File: src/core/ctb_pkg.sv
// Constants, field positions and state codes of the clock and time base block.
// Assumes a single 20 MHz clock and a plain strobe register port around the block.
//
// Function
// - Stop halts main oscillator and sub clock path; only the time base runs, on the sub source.
// - Entering stop clears main ready flag and clears the power-on counter; a main overflow in the same cycle sets ready instead.
// - Stop exits on reset, external irq, key wakeup, serial slave or time base irq.
// - Main source in stop: CPU resumes after power-on counter overflow, which sets ready.
// - Sub source in stop: resume at once; main restarts only if enabled.
// - Wait halts only CPU clocks; reset or any interrupt exits it.
// - Sub divider preset to 0078 at power-on; overflow sets sub ready, releases power-on; release also waits for main ready.
// - Oscillator divided by two feeds system clock; by 64 or 128 feeds LCD.
// - Main ready clears on power-on or enable clear; set by overflow; reset ignores it.
// - Sub ready clears on power-on, sets after 16264 clocks, then stays; reset ignores.
// - Control register bits five and four read as zero.
// - Select 00 main/2 default, 01 main/4, 10 main/64, 11 sub/2.
// - Setting main enable restarts main; ready sets 8072 clocks later on overflow.
// - Clearing main enable stops main, presets divider and counter, clears ready.
// - Reset sets main enable; software keeps it set while main clocks the system.
// - Option map select chooses register map, 1 option, 0 main; cleared on reset.
// - Time base is a 14-bit up-counter preset to 0078 only at power-on.
// - Time base input selects main or sub; outputs feed LCD, ready, irq, watchdog.
// - LCD clock is time base clock divided by 64 or 128.
// - Time base flag sets every period; irq requested only while enabled.
// - Rate field selects time base clock divided by 128, 4096, 8192 or 16384.
// - Power-on counter is 6 bits, clocked by main divided by 128.
package ctb_pkg;

    // ************************************************************
    // Widths and counts
    // ************************************************************
    localparam int unsigned ADDR_W          = 8;
    localparam int unsigned MDIV_W          = 7;
    localparam int unsigned PCNT_W          = 6;
    localparam int unsigned TB_W            = 14;
    localparam int unsigned MAIN_READY_CLKS = 8072;
    localparam int unsigned SUB_READY_CLKS  = 16264;
    localparam logic [12:0] MAIN_PRESET     = 13'((2 ** 13) - MAIN_READY_CLKS);
    localparam logic [13:0] TB_PRESET       = 14'((2 ** 14) - SUB_READY_CLKS);

    // ************************************************************
    // Register offsets
    // ************************************************************
    localparam logic [7:0] MISC_OFS  = 8'h0C;
    localparam logic [7:0] TIMEBASE_CTRL_ONE_OFS = 8'h10;
    localparam logic [7:0] TIMEBASE_CTRL_TWO_OFS = 8'h11;

    // ************************************************************
    // Field positions
    // ************************************************************
    localparam int unsigned MRDY_B  = 7;
    localparam int unsigned SRDY_B  = 6;
    localparam int unsigned SEL_HI_B = 3;
    localparam int unsigned SEL_LO_B = 2;
    localparam int unsigned MEN_B   = 1;
    localparam int unsigned OPTION_MAP_SELECT_B  = 0;
    localparam int unsigned TSRC_B  = 1;
    localparam int unsigned LCDS_B  = 0;
    localparam int unsigned TIMEBASE_IRQ_FLAG_B  = 7;
    localparam int unsigned TIMEBASE_IRQ_ENABLE_B  = 6;
    localparam int unsigned RATE_HI_B = 1;
    localparam int unsigned RATE_LO_B = 0;

    // ************************************************************
    // Reset values
    // ************************************************************
    localparam logic [1:0] SEL_RST  = 2'h0;
    localparam logic       MEN_RST  = 1'b1;
    localparam logic       OPTION_MAP_SELECT_RST = 1'b0;
    localparam logic       TSRC_RST = 1'b0;
    localparam logic       LCDS_RST = 1'b0;
    localparam logic       TIMEBASE_IRQ_ENABLE_RST = 1'b0;
    localparam logic [1:0] RATE_RST = 2'h0;

    // ************************************************************
    // Types
    // ************************************************************
    typedef enum logic [1:0] {
        SEL_MAIN_D2  = 2'b00,
        SEL_MAIN_D4  = 2'b01,
        SEL_MAIN_D64 = 2'b10,
        SEL_SUB_D2   = 2'b11
    } ctb_sel_e;

    typedef enum logic [1:0] {
        PWR_RUN  = 2'b00,
        PWR_WAIT = 2'b01,
        PWR_STOP = 2'b10
    } ctb_pwr_e;

endpackage : ctb_pkg

File: src/core/ctb_clock_timebase.sv
// Clock selection, stop and wait control, power-on counters and time base.
// Assumes oscillator levels and wake pins arrive asynchronously and are
// sampled here; CPU strobes and interrupt summary come from clk_in logic.
module ctb_clock_timebase
    import ctb_pkg::*;
(
    input  wire logic                      clk_in,
    input  wire logic                      resetn_in,
    input  wire logic                      por_in,
    input  wire logic                      main_oscillator_in,
    input  wire logic                      sub_oscillator_in,
    input  wire logic                      ext_irq_in,
    input  wire logic                      key_wakeup_interrupt_in,
    input  wire logic                      spi_slave_in,
    input  wire logic                      any_irq_in,
    input  wire logic                      stop_req_in,
    input  wire logic                      wait_req_in,
    input  wire logic [ctb_pkg::ADDR_W-1:0] addr_in,
    input  wire logic [7:0]                wdata_in,
    input  wire logic                      wr_in,
    input  wire logic                      rd_in,
    output logic [7:0]                     rdata_out,
    output logic                           main_osc_run_out,
    output logic                           system_bus_clock_out,
    output logic                           cpu_clk_en_out,
    output logic                           lcd_clock_out,
    output logic                           timebase_irq_out,
    output logic                           watchdog_tick_out,
    output logic                           por_reset_out,
    output logic                           option_map_select_out,
    output logic                           stopped_out
);
    import ctb_pkg::*;

    // ************************************************************
    // Input synchronisers
    // ************************************************************
    logic [5:0]  meta_ff;
    logic [5:0]  sync_ff;
    logic [1:0]  osc_d_ff;

    // Two stages for each oscillator, power-on and wake pin, a third stage for oscillator edges.
    always_ff @(posedge clk_in) begin
        meta_ff  <= {main_oscillator_in, sub_oscillator_in, por_in,
                     ext_irq_in, key_wakeup_interrupt_in, spi_slave_in};
        sync_ff  <= meta_ff;
        osc_d_ff <= sync_ff[5:4];
    end

    // ************************************************************
    // Registers and state
    // ************************************************************
    logic        por;
    logic        rst;
    logic [1:0]  sel_ff;
    logic [1:0]  sel_act_ff;
    logic        men_ff;
    logic        option_map_select_ff;
    logic        tsrc_ff;
    logic        lcds_ff;
    logic        timebase_irq_enable_ff;
    logic [1:0]  rate_ff;
    logic        timebase_irq_flag_ff;
    logic        mrdy_ff;
    logic        srdy_ff;
    logic        por_act_ff;
    logic [12:0] div_ff;
    logic [13:0] tb_ff;
    logic        sub_half_ff;
    ctb_pwr_e    pwr_ff;
    logic [7:0]  nxt_rdata;
    logic        main_run;
    logic        main_edge;
    logic        sub_edge;
    logic        main_ovf;
    logic        stop_entry;
    logic        tb_tick;
    logic        tb_wrap;
    logic        tbi_hit;
    logic        irq_req;
    logic        wake_stop;
    logic        src_pulse;
    logic        cpu_hold;
    logic        wr_misc;
    logic        wr_tb2;

    // Power-on detection dominates; system reset leaves counters and ready flags alone.
    assign por        = sync_ff[3];
    assign rst        = ~resetn_in | por;
    assign wr_misc    = wr_in & (addr_in == MISC_OFS);
    assign wr_tb2     = wr_in & (addr_in == TIMEBASE_CTRL_TWO_OFS);
    assign stop_entry = stop_req_in & (pwr_ff == PWR_RUN);

    // Main oscillator runs only while enabled and not stopped.
    assign main_run  = men_ff & (pwr_ff != PWR_STOP);
    assign main_edge = sync_ff[5] & ~osc_d_ff[1] & main_run;
    assign sub_edge  = sync_ff[4] & ~osc_d_ff[0];
    assign main_ovf  = main_edge & (&div_ff);

    // ************************************************************
    // Register writes
    // ************************************************************
    // Main control register fields.
    always_ff @(posedge clk_in) begin
        if (rst) begin
            sel_ff  <= SEL_RST;
            men_ff  <= MEN_RST;
            option_map_select_ff <= OPTION_MAP_SELECT_RST;
        end else if (wr_misc) begin
            sel_ff  <= {wdata_in[SEL_HI_B], wdata_in[SEL_LO_B]};
            men_ff  <= wdata_in[MEN_B];
            option_map_select_ff <= wdata_in[OPTION_MAP_SELECT_B];
        end
    end

    // Time base control fields.
    always_ff @(posedge clk_in) begin
        if (rst) begin
            tsrc_ff <= TSRC_RST;
            lcds_ff <= LCDS_RST;
            timebase_irq_enable_ff <= TIMEBASE_IRQ_ENABLE_RST;
            rate_ff <= RATE_RST;
        end else begin
            if (wr_in && addr_in == TIMEBASE_CTRL_ONE_OFS) begin
                tsrc_ff <= wdata_in[TSRC_B];
                lcds_ff <= wdata_in[LCDS_B];
            end
            if (wr_tb2) begin
                timebase_irq_enable_ff <= wdata_in[TIMEBASE_IRQ_ENABLE_B];
                rate_ff <= {wdata_in[RATE_HI_B], wdata_in[RATE_LO_B]};
            end
        end
    end

    // ************************************************************
    // Main divider and power-on counter
    // ************************************************************
    // Low seven bits divide the main clock, high six bits count to overflow.
    always_ff @(posedge clk_in) begin
        if (por || !men_ff) begin
            div_ff <= MAIN_PRESET;
        end else if (stop_entry) begin
            div_ff[12:7] <= '0;
        end else if (main_edge) begin
            div_ff <= 13'(div_ff + 13'h0001);
        end
    end

    // Main ready flag; overflow wins over a simultaneous clear.
    always_ff @(posedge clk_in) begin
        if (por) begin
            mrdy_ff <= 1'b0;
        end else if (main_ovf) begin
            mrdy_ff <= 1'b1;
        end else if (!men_ff || stop_entry) begin
            mrdy_ff <= 1'b0;
        end
    end

    // ************************************************************
    // Time base
    // ************************************************************
    // The main source enters through the divide-by-128 carry.
    assign tb_tick = tsrc_ff ? (main_edge & (&div_ff[6:0])) : sub_edge;

    // Period end for the selected interrupt rate.
    always_comb begin
        tb_wrap = 1'b0;
        unique case (rate_ff)
            2'b00: tb_wrap = &tb_ff[6:0];
            2'b01: tb_wrap = &tb_ff[11:0];
            2'b10: tb_wrap = &tb_ff[12:0];
            2'b11: tb_wrap = &tb_ff;
        endcase
    end
    assign tbi_hit = tb_tick & tb_wrap;
    assign irq_req = timebase_irq_flag_ff & timebase_irq_enable_ff;

    // Counter keeps running in stop on the sub source; only power-on presets it.
    always_ff @(posedge clk_in) begin
        if (por) begin
            tb_ff <= TB_PRESET;
        end else if (tb_tick) begin
            tb_ff <= 14'(tb_ff + 14'h0001);
        end
    end

    // Sub ready flag is sticky until power is removed.
    always_ff @(posedge clk_in) begin
        if (por) begin
            srdy_ff <= 1'b0;
        end else if (tb_tick && (&tb_ff)) begin
            srdy_ff <= 1'b1;
        end
    end

    // Interrupt flag; writing one to its bit clears it, a new period wins.
    always_ff @(posedge clk_in) begin
        if (rst) begin
            timebase_irq_flag_ff <= 1'b0;
        end else if (tbi_hit) begin
            timebase_irq_flag_ff <= 1'b1;
        end else if (wr_tb2 && wdata_in[TIMEBASE_IRQ_FLAG_B]) begin
            timebase_irq_flag_ff <= 1'b0;
        end
    end

    // Derived time base outputs.
    always_ff @(posedge clk_in) begin
        if (por) begin
            lcd_clock_out     <= 1'b0;
            timebase_irq_out  <= 1'b0;
            watchdog_tick_out <= 1'b0;
        end else begin
            lcd_clock_out     <= lcds_ff ? tb_ff[6] : tb_ff[5];
            timebase_irq_out  <= irq_req;
            watchdog_tick_out <= tbi_hit;
        end
    end

    // ************************************************************
    // Power-on release
    // ************************************************************
    // Held until both oscillators have counted through their start time.
    always_ff @(posedge clk_in) begin
        if (por) begin
            por_act_ff <= 1'b1;
        end else if (srdy_ff && mrdy_ff) begin
            por_act_ff <= 1'b0;
        end
    end

    // ************************************************************
    // Stop and wait control
    // ************************************************************
    assign wake_stop = |sync_ff[2:0] | irq_req;

    // Run, wait and stop states; reset always returns to run.
    always_ff @(posedge clk_in) begin
        if (rst) begin
            pwr_ff <= PWR_RUN;
        end else begin
            unique case (pwr_ff)
                PWR_RUN: begin
                    if (stop_req_in) begin
                        pwr_ff <= PWR_STOP;
                    end else if (wait_req_in) begin
                        pwr_ff <= PWR_WAIT;
                    end
                end
                PWR_WAIT: begin
                    if (any_irq_in || wake_stop) begin
                        pwr_ff <= PWR_RUN;
                    end
                end
                PWR_STOP: begin
                    if (wake_stop) begin
                        pwr_ff <= PWR_RUN;
                    end
                end
                default: pwr_ff <= PWR_RUN;
            endcase
        end
    end

    // ************************************************************
    // System clock generation
    // ************************************************************
    // Sub clock halved for the slow system clock choice.
    always_ff @(posedge clk_in) begin
        if (por) begin
            sub_half_ff <= 1'b0;
        end else if (sub_edge) begin
            sub_half_ff <= ~sub_half_ff;
        end
    end

    // One enable pulse per period of the active division.
    always_comb begin
        src_pulse = 1'b0;
        unique case (sel_act_ff)
            SEL_MAIN_D2:  src_pulse = main_edge & div_ff[0];
            SEL_MAIN_D4:  src_pulse = main_edge & (&div_ff[1:0]);
            SEL_MAIN_D64: src_pulse = main_edge & (&div_ff[5:0]);
            SEL_SUB_D2:   src_pulse = sub_edge & sub_half_ff;
        endcase
    end

    // A new selection is taken only at a pulse, so no period is cut short.
    always_ff @(posedge clk_in) begin
        if (rst) begin
            sel_act_ff <= SEL_RST;
        end else if (src_pulse || sel_act_ff == sel_ff) begin
            sel_act_ff <= sel_ff;
        end
    end

    // CPU waits for the main ready flag whenever main drives the system.
    assign cpu_hold = (sel_act_ff != SEL_SUB_D2) & ~mrdy_ff;

    // Clock enables and status pins.
    always_ff @(posedge clk_in) begin
        if (rst) begin
            system_bus_clock_out <= 1'b0;
            cpu_clk_en_out       <= 1'b0;
            main_osc_run_out     <= 1'b0;
            stopped_out          <= 1'b0;
        end else begin
            system_bus_clock_out <= src_pulse & (pwr_ff != PWR_STOP);
            cpu_clk_en_out       <= src_pulse & (pwr_ff == PWR_RUN) & ~cpu_hold;
            main_osc_run_out     <= main_run;
            stopped_out          <= (pwr_ff == PWR_STOP);
        end
    end

    assign por_reset_out         = por_act_ff;
    assign option_map_select_out = option_map_select_ff;

    // ************************************************************
    // Register read
    // ************************************************************
    // Unmapped addresses and reserved bits read as zero.
    always_comb begin
        nxt_rdata = 8'h00;
        if (addr_in == MISC_OFS) begin
            nxt_rdata[MRDY_B]   = mrdy_ff;
            nxt_rdata[SRDY_B]   = srdy_ff;
            nxt_rdata[SEL_HI_B] = sel_ff[1];
            nxt_rdata[SEL_LO_B] = sel_ff[0];
            nxt_rdata[MEN_B]    = men_ff;
            nxt_rdata[OPTION_MAP_SELECT_B]   = option_map_select_ff;
        end else if (addr_in == TIMEBASE_CTRL_ONE_OFS) begin
            nxt_rdata[TSRC_B] = tsrc_ff;
            nxt_rdata[LCDS_B] = lcds_ff;
        end else if (addr_in == TIMEBASE_CTRL_TWO_OFS) begin
            nxt_rdata[TIMEBASE_IRQ_FLAG_B]    = timebase_irq_flag_ff;
            nxt_rdata[TIMEBASE_IRQ_ENABLE_B]    = timebase_irq_enable_ff;
            nxt_rdata[RATE_HI_B] = rate_ff[1];
            nxt_rdata[RATE_LO_B] = rate_ff[0];
        end
    end

    // Read data stand only in the cycle after the strobe.
    always_ff @(posedge clk_in) begin
        if (rst || !rd_in) begin
            rdata_out <= 8'h00;
        end else begin
            rdata_out <= nxt_rdata;
        end
    end
endmodule : ctb_clock_timebase

File: config.mk
export PLATFORM = sky130hd
export DESIGN_NAME = ctb_clock_timebase
export DESIGN_NICKNAME = d
export VERILOG_FILES = /design/src/core/ctb_pkg.sv /design/src/core/ctb_clock_timebase.sv
export SDC_FILE = /design/constraint.sdc
export NUM_CORES = 1
export LEC_CHECK = 0
export BUFFER_PORTS_ARGS = -buffer_cell sky130_fd_sc_hd__buf_2
export CAP_MARGIN = 5
export CORE_MARGIN = 2
export CORE_UTILIZATION = 60
export CTS_CLUSTER_SIZE = 40
export DETAILED_ROUTE_END_ITERATION = 6
export PLACE_DENSITY = 0.93
export SLEW_MARGIN = 20
export SYNTH_ARGS = -nofsm -noshare
export SYNTH_HDL_FRONTEND = slang
export SYNTH_SLANG_ARGS = --single-unit
export TNS_END_PERCENT = 100
File: constraint.sdc
create_clock -name clk_in -period 4.4 [get_ports clk_in]
set_clock_uncertainty 0.15 [all_clocks]
set_input_delay 0.44 -clock clk_in [delete_from_list [all_inputs] [get_ports clk_in]]
set_output_delay 0.44 -clock clk_in [all_outputs]
set_load 0.02 [all_outputs]
Yosys cells after proc, flatten, opt, wreduce, memory -nomap -nowiden
Cells that the tools add are included.

storage, ports and cells
  bits in registers = 74
  bits in latches = 0
  bits in writable memories = 0
  ROM bits = 0
  input port bits = 29
  output and inout port bits = 17
  word-level logic and storage cells = 126
  memories kept = 0

operators by class
  add/subtract/negate cells = 2
  multipliers = 0
  divide/modulo/power cells = 0
  magnitude comparators = 0
  equality and inequality tests = 17
  shift operators = 0
  muxes and demuxes = 19
  bitwise logic cells = 29
  reductions and logical operators = 29

operator list
  kind                     number
  $reduce_and A13 Y1       2
  $mux W2                  10
  $and A1 B1 Y1            19
  $eq A8 B5 Y1 const B     2
  $add A14 B1 Y14 const B  1
  $reduce_and A14 Y1       1
  $reduce_and A7 Y1        2
  $add A13 B1 Y13 const B  1
  $reduce_and A12 Y1       1
  $eq A2 B2 Y1 const B     5
  $eq A8 B4 Y1 const B     1
  $ne A2 B2 Y1 const B     4
  $not A1 Y1               8
  $pmux W1 S4              2
  $eq A2 B1 Y1 const B     3
  $logic_not A2 Y1         3
  $mux W1                  6
  $pmux W2 S3              1
  $reduce_and A6 Y1        1
  $logic_or A1 B1 Y1       5
  $logic_and A1 B1 Y1      4
  $reduce_and A2 Y1        2
  $reduce_bool A2 Y1       2
  $reduce_or A2 Y1         2
  other kinds (6)          8

Logic depth before layout (Yosys ltp)
Gate-level depths: netlist (run 1).

  depth in word-level cells = 7
  gate-level depth with buffers = 7
  gate-level depth less buffers = 7

Worst setup path after synthesis (run 1)
No wires, ideal clock.

  path kind = input to register
  from = input port addr_in[1] in the netlist's numbering
  to = register men_ff
  library setup time = 0.134 ns
  data arrival time = 1.621 ns
  required time = 4.116 ns
  slack = 2.495 ns
  stages = 5
  cells stage by stage = or4_1 nor4_4 nand2_1 nand2_1 nand3_1

on the way
  cells in the longest elaborated chain, start to end = 2

ends and longest elaborated chain
  what                  RTL line                   text
  start, declared       ctb_clock_timebase.sv:18   input wire logic [ctb_pkg::ADDR_W-1:0] addr_in,
  $eq A8 B4 Y1          ctb_clock_timebase.sv:90   assign wr_misc = wr_in & (addr_in == MISC_OFS);
  $and A1 B1 Y1         ctb_clock_timebase.sv:90
  end signal, assigned  ctb_clock_timebase.sv:111  men_ff <= wdata_in[MEN_B];
  end, declared         ctb_clock_timebase.sv:57   logic men_ff;

Every way passes these cells.
A chain may end at the register's enable or synchronous reset.

Worst setup path after layout (run 1)
  from = register tsrc_ff
  to = register tb_ff[6]

on the way
  cells in the longest elaborated chain, start to end = 1

ends and longest elaborated chain
  what                    RTL line                   text
  start, declared         ctb_clock_timebase.sv:59   logic tsrc_ff;
  start signal, assigned  ctb_clock_timebase.sv:125  tsrc_ff <= wdata_in[TSRC_B];
  $mux W1                 ctb_clock_timebase.sv:164  assign tb_tick = tsrc_ff ? (main_edge & (&div_ff[6:0])) : sub_edge;
  end signal, assigned    ctb_clock_timebase.sv:184  tb_ff <= 14'(tb_ff + 14'h0001);
  end, declared           ctb_clock_timebase.sv:68   logic [13:0] tb_ff;

Every way passes these cells.

==> results of run 1 <==
metrics by stage:
step / instances / hold slack, ns / worst slack, ns / area (um2) / power [mW]
floorplan: 317 / 0.160 / 2.49 / 2890 / 0.719
global placement: 402 / 0.160 / 2.26 / 3110 / 0.738
detailed placement: 402 / 0.162 / 2.23 / 3110 / 0.740
CTS: 418 / 0.0282 / 2.19 / 3310 / 1.25
global route: 418 / 0.0238 / 2.03 / 3310 / 1.28
finish: 418 / 0.0327 / 2.20 / 3310 / 1.24
worst max-delay path, delay by kind of cell, from the launching register on:
family	cells	cell delay (ns)
AND/OR/NAND/NOR	4	0.91
flip-flops	1	0.46
AO/OA/AOI/OAI	1	0.57
cells in the final DEF, fill, tap and decap left out, drive strengths merged, types with 2 or more instances in the layout:
| master | instances |
|---|---|
| or3b | 2 |
| and2 | 2 |
| dfxtp | 72 |
| a21oi | 20 |
| nor2 | 31 |
| a41oi | 2 |
| buf | 41 |
| nor2b | 4 |
| clkbuf | 10 |
| or4 | 4 |
| nor3 | 9 |
| inv | 10 |
| mux2i | 6 |
| xor2 | 6 |
| and3 | 8 |
| clkinv | 3 |
| o31ai | 3 |
| nand2 | 33 |
| ha | 5 |
| nand4 | 6 |
| nor4 | 3 |
| nand3 | 20 |
| xnor2 | 7 |
| conb | 2 |
| a22o | 2 |
| a22oi | 4 |
| or3 | 6 |
| o21ai | 15 |
| nand2b | 8 |
| and4 | 2 |
path summary, 6_finish.rpt:
path / endpoint / slack [ns]
setup reg to reg: tb_ff[6] / 2.20
hold reg to reg: sync_ff[3] / 0.18
setup / recovery: tb_ff[6] / 2.20
hold / removal: meta_ff[1] / 0.03
logic make-up (layout without fill, tap and decap cells):
group | count (synthesis) | after routing | synth area share (%)
adders and majority gates | 5 | 5 | 2.17
muxes | 6 | 6 | 2.08
buffers and inverters | 19 | 66 | 2.78
DFF | 72 | 72 | 50.0
xor gates and xnor gates | 13 | 13 | 3.95
other | 1 | 2 | 0.130
and+or+nand+nor | 144 | 144 | 26.4
AOI/OAI and AO/OA | 56 | 56 | 12.4
power by group:
part	total (mW)	switching [mW]	internal, mW
clock	0.516	0.252	0.265
combinational	0.0538	0.0312	0.0227
sequential	0.673	0.0102	0.663
registers in the layout (all words and copies together) (netlist names), 2 cells and up:
register,count
pwr_ff,2
sync_ff,6
sel_ff,2
div_ff,13
rdata_out,6
tb_ff,14
rate_ff,2
sel_act_ff,2
osc_d_ff,2
meta_ff,6
routing by layer:
layer / vias to the layer above / wire length [um] / track usage [%] / share of wire (%)
met2: 83 / 2850 / 38.0 / 47
met1: 1152 / 2600 / 31.4 / 43
met4: 0 / 159 / 15.6 / 2.6
li1: 1201 / - / - / -
met3: 15 / 401 / 5.49 / 6.7
met5: - / 0 / 0 / 0
synthesized netlist by cell type, drive strengths merged (2+ instances only):
master,n
and2,2
nor2b,4
o21ai,15
xnor2,7
nand4,6
clkbuf,7
nand2,33
or3b,2
or4,4
and3,8
mux2i,6
nor2,31
o31ai,3
xor2,6
a21oi,20
dfxtp,72
nand2b,8
nor3,9
buf,3
inv,9
nor4,3
a22oi,4
and4,2
a41oi,2
ha,5
nand3,20
a22o,2
or3,6
area by class of cell:
| type | instances | share of cell area, % |
|---|---|---|
| Inverter | 9 | 1.02 |
| Clock inverter | 6 | 2.08 |
| Tap cell | 54 | 2.04 |
| Timing Repair Buffer | 41 | 6.20 |
| Multi-Input combinational cell | 226 | 41.2 |
| Sequential cell | 72 | 43.6 |
| Clock buffer | 10 | 3.86 |
==> summary.md, run 1 <==
| Metric | Value |
|---|---|
| Status | `finished clean` |
| CTS root buf | `clkbuf_8` |
| Worst skew pair latency | `0.35 ns` |
| CTS tree | `yes` |
| Routed vias/inst | `5.86` |
| Cell variety after synth | `52` |
| TritonCTS Buffers | `9` |
| Hold Buf Count CTS | `0` |
| N_diodes | `0` |
| Worst Setup End Kind | `register` |
| # rows | `25` |
| Hold depth | `1` |
| GR Util All Layers | `24.7%` |
| Fmax | `454 MHz` |
| Drt drc | `0` |
| Post CTS Setup Buffer Count | `0` |
| Post-route ant nets | `0` |
| FF-to-FF path depth | `5` |
| Final setup fails | `0` |
| Largest cells by area after synthesis | `dfxtp_1 (50%), nand2_1 (4.3%), nor2_1 (3.9%)` |
| CP Max Fanout | `11` |
| CP Data Required Time | `4.49 ns` |
| CP peak stage delay | `0.57 ns` |
| WL/cell | `14.4 um` |
| Sink Count | `72` |
| Initial antenna violation count | `0` |
| RSZ-0062 raised after global routing | `no` |
| H-tree level count | `3` |
| Die ar. | `5370 um2` |
| Post-synthesis average cell area | `9.12 um2` |
| Post-Synthesis Cell Area | `2880 um2` |
| Ys async rst share | `0%` |
| Post-CTS resize count | `0` |
| Vias | `2451` |
| Area Overhead vs Synth | `14.8%` |
| Chip Height | `73.3 um` |
| Hold Fails Final Rpt | `0` |
| P_leak | `1.27 nW` |
| Slew headroom | `29.2%` |
| Clk slew on worst S/H paths | `0.08 ns` |
| Nets | `393` |
| FILL cells | `337` |
| EDFF count, synth | `0` |
| WL final | `6.01 mm` |
| IO Pins | `46` |
| Most used DFF post-synth | `dfxtp_1` |
| Pwr/cell area | `376 nW/um2` |
| Max IR drop VDD | `0.000252 V` |
| CP Cell Sequence | `and4bb_1, and3_1, a21oi_1, nor3_1, or3b_1` |
| Clock Path Buffers | `2` |
| Worst Tran Pin Value | `1.04 ns` |
| Register bit total from synthesis | `72` |
| 1st-iter DRT viols | `201` |
| TNS Setup | `0 ns` |
| Core area | `4690 um2` |
| GRT overflow | `0` |
| Die width | `73.3 um` |
| Worst reg2reg startpoint | `tsrc_ff` |
| Worst Setup SP | `tsrc_ff` |
| Largest net degree at the start of global routing | `28` |
| WP data arrival | `2.29 ns` |
| Gate Count Post-Synth | `316` |
| Ys Warns | `0` |
| Synth area leader | `dfxtp_1` |
| Number of global-route vias before repair | `2247` |
| First-pass GRT wire length | `10.1 mm` |
| Slowest cell on the critical path | `a21oi_1` |
| Worst hold path startpoint | `key_wakeup_interrupt_in` |
| Util after Layout | `70.5%` |
| I/O Buffers | `41` |
| Share of the synthesized area in the top cell type | `50.0%` |
| Max Cap Viol | `0` |
| Register area share after synthesis | `50.0%` |
| Initial Util | `61.4%` |
| Hpwl dp | `4.12 mm` |
| Layout cells sized above 1 | `17.6%` |
| CP Class | `register to register` |
| Register area | `1440 um2` |
| CP Launch Type | `register` |
| Drt first pass iters | `4` |
| Area of the multi-input gates | `1360 um2` |
| Routability cong. | `0.833` |
| Final Max Slew Viols | `0` |
| Post-route clock period utilization | `50.1%` |
| Min cycle time layout | `2.20 ns` |
| Hold WC Path Type | `input port to register` |
Note: power is estimated with default switching activity, not from simulation.
==> inputs of run 2 (changes only) <==
--- a/config.mk
+++ b/config.mk
@@ -8,10 +8,10 @@
 export BUFFER_PORTS_ARGS = -buffer_cell sky130_fd_sc_hd__buf_2
 export CAP_MARGIN = 5
 export CORE_MARGIN = 2
-export CORE_UTILIZATION = 60
+export CORE_UTILIZATION = 55
 export CTS_CLUSTER_SIZE = 40
 export DETAILED_ROUTE_END_ITERATION = 6
-export PLACE_DENSITY = 0.93
+export PLACE_DENSITY = 0.87
 export SLEW_MARGIN = 20
 export SYNTH_ARGS = -nofsm -noshare
 export SYNTH_HDL_FRONTEND = slang
==> constraint.sdc (replaced) <==
create_clock -name clk_in -period 2.1 [get_ports clk_in]
set_clock_uncertainty 0.15 [all_clocks]
set_input_delay 0.21 -clock clk_in [delete_from_list [all_inputs] [get_ports clk_in]]
set_output_delay 0.21 -clock clk_in [all_outputs]
set_load 0.02 [all_outputs]
==> summary.md, run 2 (same netlist as run 1, synthesis figures left out) <==
| Metric | Value |
|---|---|
| Worst Hold Path EP | `rate_ff[1]` |
| WL final | `6.26 mm (+4.1%)` |
| Pint | `1.93 mW (+100%)` |
| Hpwl dp | `4.31 mm (+4.4%)` |
| Core area | `5070 um2 (+8.2%)` |
| Max IR drop VDD | `0.000405 V (+61%)` |
| Number of flip-flops in the largest register | `14 (unchanged)` |
| Layout cells sized above 1 | `19.8% (+2.3 points)` |
| Hold Fails Final Rpt | `0 (unchanged)` |
| Largest Register | `tb_ff` |
| Chip Height | `76.4 um (+4.2%)` |
| FILL cells | `374 (+11%)` |
| Die width | `76.4 um (+4.2%)` |
| Largest registers | `tb_ff (14), div_ff (13)` |
| CP Max Fanout | `10 (-1)` |
| CTS root buf | `clkbuf_8` |
| Clock Path Buffers | `2 (unchanged)` |
| Placed cell areas | `3230 um2 (+3.8%)` |
| Worst Setup End Kind | `register` |
| Routed vias/inst | `5.51 (-6.0%)` |
| GR Util All Layers | `22.5% (-2.2 points)` |
| Min cycle time layout | `1.94 ns (-0.265 ns)` |
| Commonest non-fill, non-tap cell in the layout | `dfxtp_1` |
| H-tree level count | `3 (unchanged)` |
| RSZ-0062 raised after global routing | `no` |
| CP Data Required Time | `2.22 ns (-2.27 ns)` |
| CP Launch Type | `register` |
| Hold_ws | `0.0171 ns (-0.0156 ns)` |
| Worst skew pair latency | `0.33 ns (-0.02 ns)` |
| Final Max Slew Viols | `0 (unchanged)` |
| Post-route clock period utilization | `92.4% (+42 points)` |
| Area of the multi-input gates | `1380 um2 (+0.83%)` |
| Register area | `1440 um2 (unchanged)` |
| Initial antenna violation count | `0 (unchanged)` |
| Commonest non-fill, non-tap cells in the layout | `dfxtp_1 (72), buf_2 (41), nand2_1 (33)` |
| Combinational Power Share | `5.9% (+1.6 points)` |
| TritonCTS Buffers | `9 (unchanged)` |
| Max Cap Viol | `0 (unchanged)` |
| Reg2reg end | `tb_ff[7]` |
| Routability cong. | `0.838 (+0.61%)` |
| WP data arrival | `2.06 ns (-0.23 ns)` |
| TNS Setup | `0 ns (unchanged)` |
| Drt first pass iters | `5 (+1)` |
| # rows | `26 (+4.0%)` |
| CP Class | `register to register` |
| Post-route ant nets | `0 (unchanged)` |
| CTS tree | `yes` |
| Drt drc | `0 (unchanged)` |
| Final setup fails | `0 (unchanged)` |
| Fmax | `515 MHz (+14%)` |
| Worst hold path startpoint | `wdata_in[1]` |
| Pwr/cell area | `708 nW/um2 (+88%)` |
| Final Cell Area | `3490 um2 (+5.5%)` |
| 1st-iter DRT viols | `215 (+7.0%)` |
| I/O Buffers | `41 (unchanged)` |
| Reg2Reg Setup Slack | `0.16 ns (-2.04 ns)` |
| Share of power burned in the clock network | `37.4% (-4.1 points)` |
| Switching power | `0.544 mW (+86%)` |
| Slew headroom | `63.4% (+34 points)` |
| Vias | `2497 (+1.9%)` |
| IO Pins | `46 (unchanged)` |
| N_diodes | `0 (unchanged)` |
| Hold depth | `3 (+2)` |
| FF-to-FF path depth | `7 (+2)` |
| Die ar. | `5830 um2 (+8.6%)` |
| Net Sw Frac | `22.0% (-1.6 points)` |
| Largest net degree at the start of global routing | `25 (-11%)` |
| Nets | `415 (+5.6%)` |
| Worst Tran Pin Value | `0.547 ns (-0.488 ns)` |
| Number of global-route vias before repair | `2401 (+6.9%)` |
| WL/cell | `13.8 um (-3.9%)` |
| First-pass GRT wire length | `10.6 mm (+4.7%)` |
| Worst reg2reg startpoint | `div_ff[1]` |
| Sequential power share | `56.7% (+2.6 points)` |
| Clk slew on worst S/H paths | `0.07 ns (about the same)` |
| Sink Count | `72 (unchanged)` |
| Area Overhead vs Synth | `21.1%` |
| GRT overflow | `0 (unchanged)` |
| Hold WC Path Type | `input port to register` |
| Status | `finished clean` |
| P_leak | `1.37 nW (+7.1%)` |
| Initial Util | `56.8% (-4.6 points)` |
run 2: cell types whose count changed in the layout (fill, tap and decap cells not counted):
cell | previous run | this run
inv_6 | 1 | 0
a21oi_2 | 0 | 1
a41oi_2 | 0 | 1
bufinv_16 | 1 | 0
dlygate4sd3_1 | 0 | 9
clkinv_4 | 2 | 0
buf_4 | 0 | 13
clkbuf_8 | 9 | 11
a41oi_1 | 2 | 1
clkinvlp_4 | 1 | 0
a21oi_1 | 19 | 18
run 2: power groups by stage:
stage          clock (mW)  sequential (mW)  combinational (mW)
6_report            0.925             1.40               0.145
5_1_grt              1.02             1.40               0.158
4_1_cts             0.945             1.40               0.142
3_5_place_dp            0             1.43               0.129
3_3_place_gp            0             1.43               0.125
2_1_floorplan           0             1.44              0.0706
run 2: final cells by class:
class	count	share of cell area [%]
flip-flops and latches	72	41.3
multi-input cells	226	39.4
repair buffers	63	11.3
clock buffers	12	4.44
well taps	70	2.51
inverters	9	0.968
clock inverters	1	0.143
run 2: worst max-delay path by stage:
stage                                 endpoint     startpoint  depth (start not counted)  slack [ns]
after floorplan           timebase_irq_flag_ff      div_ff[0]                          7        0.32
final                                 tb_ff[7]      div_ff[1]                          7        0.16
after global placement               tb_ff[10]       tb_ff[1]                          7        0.23
after detailed placement              tb_ff[7]      div_ff[1]                          7        0.19
after CTS                        sel_act_ff[1]  sel_act_ff[0]                          7        0.07
after global routing                 tb_ff[10]       tb_ff[1]                          7       0.002
run 2: what timing repair did:
item	CTS	global route
endpoints found under the setup margin	0	4
resized for setup	0	2
endpoints found under the hold margin	9	0
buffers inserted	0	0
hold buffers	9	0
run 2: critical path, cell delays in order (launching register included):
cell and delay, ns:
dfxtp_1 0.37, ha_1 0.17, nand2_1 0.08, buf_4 0.14, nor2_2 0.16, a21oi_4 0.13, or4_1 0.52, a21oi_1 0.15
run 2: metal layers:
layer  part of all wire [%]  wire (um)  GRT usage (%)
met4                    2.6        162           10.7
met5                      0          0              0
met2                     47       2970           36.3
met3                    6.1        379           5.81
met1                     44       2750           28.3
run 2: per-stage QoR:
| stage | power, mW | setup slack [ns] | instances | util (%) |
|---|---|---|---|---|
| after floorplan | 1.51 | 0.316 | 317 | - |
| after global placement | 1.56 | 0.229 | 431 | 63.6 |
| after detailed placement | 1.56 | 0.188 | 431 | 63.6 |
| after CTS | 2.49 | 0.0654 | 453 | 68.6 |
| after global routing | 2.58 | 0.00192 | 453 | 68.8 |
| final | 2.47 | 0.160 | 453 | 68.8 |
==> inputs of run 3 (changes only) <==
--- a/config.mk
+++ b/config.mk
@@ -11,7 +11,7 @@
 export CORE_UTILIZATION = 55
 export CTS_CLUSTER_SIZE = 40
 export DETAILED_ROUTE_END_ITERATION = 6
-export PLACE_DENSITY = 0.87
+export PLACE_DENSITY = 0.81
 export SLEW_MARGIN = 20
 export SYNTH_ARGS = -nofsm -noshare
 export SYNTH_HDL_FRONTEND = slang
==> summary.md, run 3 (same netlist as run 1, synthesis figures left out) <==
| Metric | Value |
|---|---|
| CTS root buf | `clkbuf_8` |
| Commonest non-fill, non-tap cell in the layout | `dfxtp_1` |
| Routability cong. | `0.825 (-1.6%)` |
| Drt first pass iters | `6 (+1)` |
| 1st-iter DRT viols | `197 (-8.4%)` |
| WL final | `6.38 mm (+1.9%)` |
| Initial antenna violation count | `0 (unchanged)` |
| GR Util All Layers | `22.6% (+0.099 points)` |
| CTS tree | `yes` |
| Max IR drop VDD | `0.000380 V (-6.1%)` |
| P_leak | `1.39 nW (+1.7%)` |
| Area of the multi-input gates | `1370 um2 (-0.55%)` |
| Final setup fails | `0 (unchanged)` |
| Clk slew on worst S/H paths | `0.08 ns (about the same)` |
| # rows | `26 (unchanged)` |
| Hpwl dp | `4.36 mm (+1.2%)` |
| Largest net degree at the start of global routing | `25 (unchanged)` |
| Hold WC Path Type | `input port to register` |
| Final Max Slew Viols | `0 (unchanged)` |
| Worst Setup End Kind | `register` |
| WL/cell | `14.0 um (+1.5%)` |
| Hold Fails Final Rpt | `0 (unchanged)` |
| Pwr/cell area | `756 nW/um2 (+6.8%)` |
| Post-route ant nets | `0 (unchanged)` |
| Routed vias/inst | `5.51 (about the same)` |
| I/O Buffers | `41 (unchanged)` |
| Largest Register | `tb_ff` |
| H-tree level count | `3 (unchanged)` |
| TNS Setup | `0 ns (unchanged)` |
| GRT overflow | `0 (unchanged)` |
| Sink Count | `72 (unchanged)` |
| Register area | `1440 um2 (unchanged)` |
| Area Overhead vs Synth | `22.6%` |
| Min cycle time layout | `1.95 ns (+0.0102 ns)` |
| Dpl ws | `0.106 ns (-0.0826 ns)` |
| RSZ-0062 raised after global routing | `no` |
| CP Launch Type | `register` |
| Max Cap Viol | `0 (unchanged)` |
| Core area | `5070 um2 (unchanged)` |
| Slew headroom | `62.7% (-0.77 points)` |
| WP data arrival | `2.08 ns (+0.02 ns)` |
| Hold_ws | `0.00936 ns (-0.00777 ns)` |
| Vias | `2508 (+0.44%)` |
| CP Data Required Time | `2.23 ns (about the same)` |
| Initial Util | `56.8% (unchanged)` |
| Drt drc | `0 (unchanged)` |
| Post CTS Setup Buffer Count | `0 (unchanged)` |
| Fmax | `513 MHz (-0.52%)` |
| Largest registers | `tb_ff (14), div_ff (13)` |
| Worst Tran Pin Value | `0.546 ns (-0.00137 ns)` |
| CP Max Fanout | `9 (-1)` |
| Worst skew pair latency | `0.34 ns (about the same)` |
| CP Class | `register to register` |
| Die width | `76.4 um (unchanged)` |
| First-pass GRT wire length | `10.5 mm (-1.1%)` |
| Nets | `415 (unchanged)` |
| Post-route clock period utilization | `92.9% (+0.49 points)` |
| Status | `finished clean` |
| IO Pins | `46 (unchanged)` |
| Clock Path Buffers | `2 (unchanged)` |
| Layout cells sized above 1 | `19.7% (-0.10 points)` |
| FILL cells | `375 (+0.27%)` |
| TritonCTS Buffers | `9 (unchanged)` |
| Chip Height | `76.4 um (unchanged)` |
| Die ar. | `5830 um2 (unchanged)` |
| Commonest non-fill, non-tap cells in the layout | `dfxtp_1 (72), buf_2 (41), nand2_1 (33)` |
| Number of global-route vias before repair | `2340 (-2.5%)` |
| Post-route setup slack | `0.150 ns (-0.0102 ns)` |
| Number of flip-flops in the largest register | `14 (unchanged)` |
| N_diodes | `0 (unchanged)` |
run 3: changes by cell type in the layout (fill, tap and decap cells not counted):
cell,previous run,this run
buf_4,13,11
dlygate4sd3_1,9,11
a41oi_1,1,2
a41oi_2,1,0
bufinv_16,0,1
clkbuf_1,1,0
clkbuf_8,11,12
clkinv_2,1,2
run 3: per-stage QoR:
stage,utilization (%),cell area (um2),total power [mW],std cells
detailed placement,63.3,3210,1.56,429
CTS,69.6,3530,2.67,455
global route,69.6,3530,2.76,455
finish,69.6,3530,2.67,455
floorplan,-,2890,1.51,317
global placement,63.3,3210,1.56,429
run 3: power by group:
group	switching, mW	total, mW	leakage (nW)	internal (mW)
combinational	0.0797	0.147	0.694	0.0668
clock	0.489	1.12	0.108	0.636
sequential	0.0127	1.40	0.587	1.39
run 3: area by class of cell:
class                      instances  share of cell area [%]
clock buffer                      12                    4.67
clock inverter                     3                    1.13
inverter                           9                   0.956
multi-input combinational        226                    38.7
sequential                        72                    40.8
tap                               70                    2.48
timing repair buffer              63                    11.3
run 3: worst paths after layout:
check	start	end	slack, ns	depth (start not counted)
setup / recovery	div_ff[1]	tb_ff[10]	0.15	7
setup reg to reg	div_ff[1]	tb_ff[10]	0.15	7
hold / removal	wait_req_in	pwr_ff[0]	0.009	3
hold reg to reg	meta_ff[5]	sync_ff[5]	0.17	0
run 3: worst max-delay path, stage by stage, from the launching register on:
cell and delay (ns):
dfxtp_1 0.37, ha_1 0.20, nand2_1 0.11, nor3_1 0.25
a21oi_2 0.17, buf_4 0.18, or3_1 0.33, a21oi_1 0.14
run 3: repair_timing:
| item | CTS | global route |
|---|---|---|
| gates resized for setup | 0 | 1 |
| hold buffers | 11 | 0 |
| endpoints found under the setup margin | 0 | 3 |
| hold endpoints to repair | 13 | 0 |
run 3: routing by layer:
| metal | GRT usage, % | share of wire, % |
|---|---|---|
| met5 | 0 | 0 |
| met3 | 5.69 | 6.6 |
| met1 | 28.6 | 44 |
| met2 | 35.6 | 47 |
| met4 | 12.2 | 1.9 |
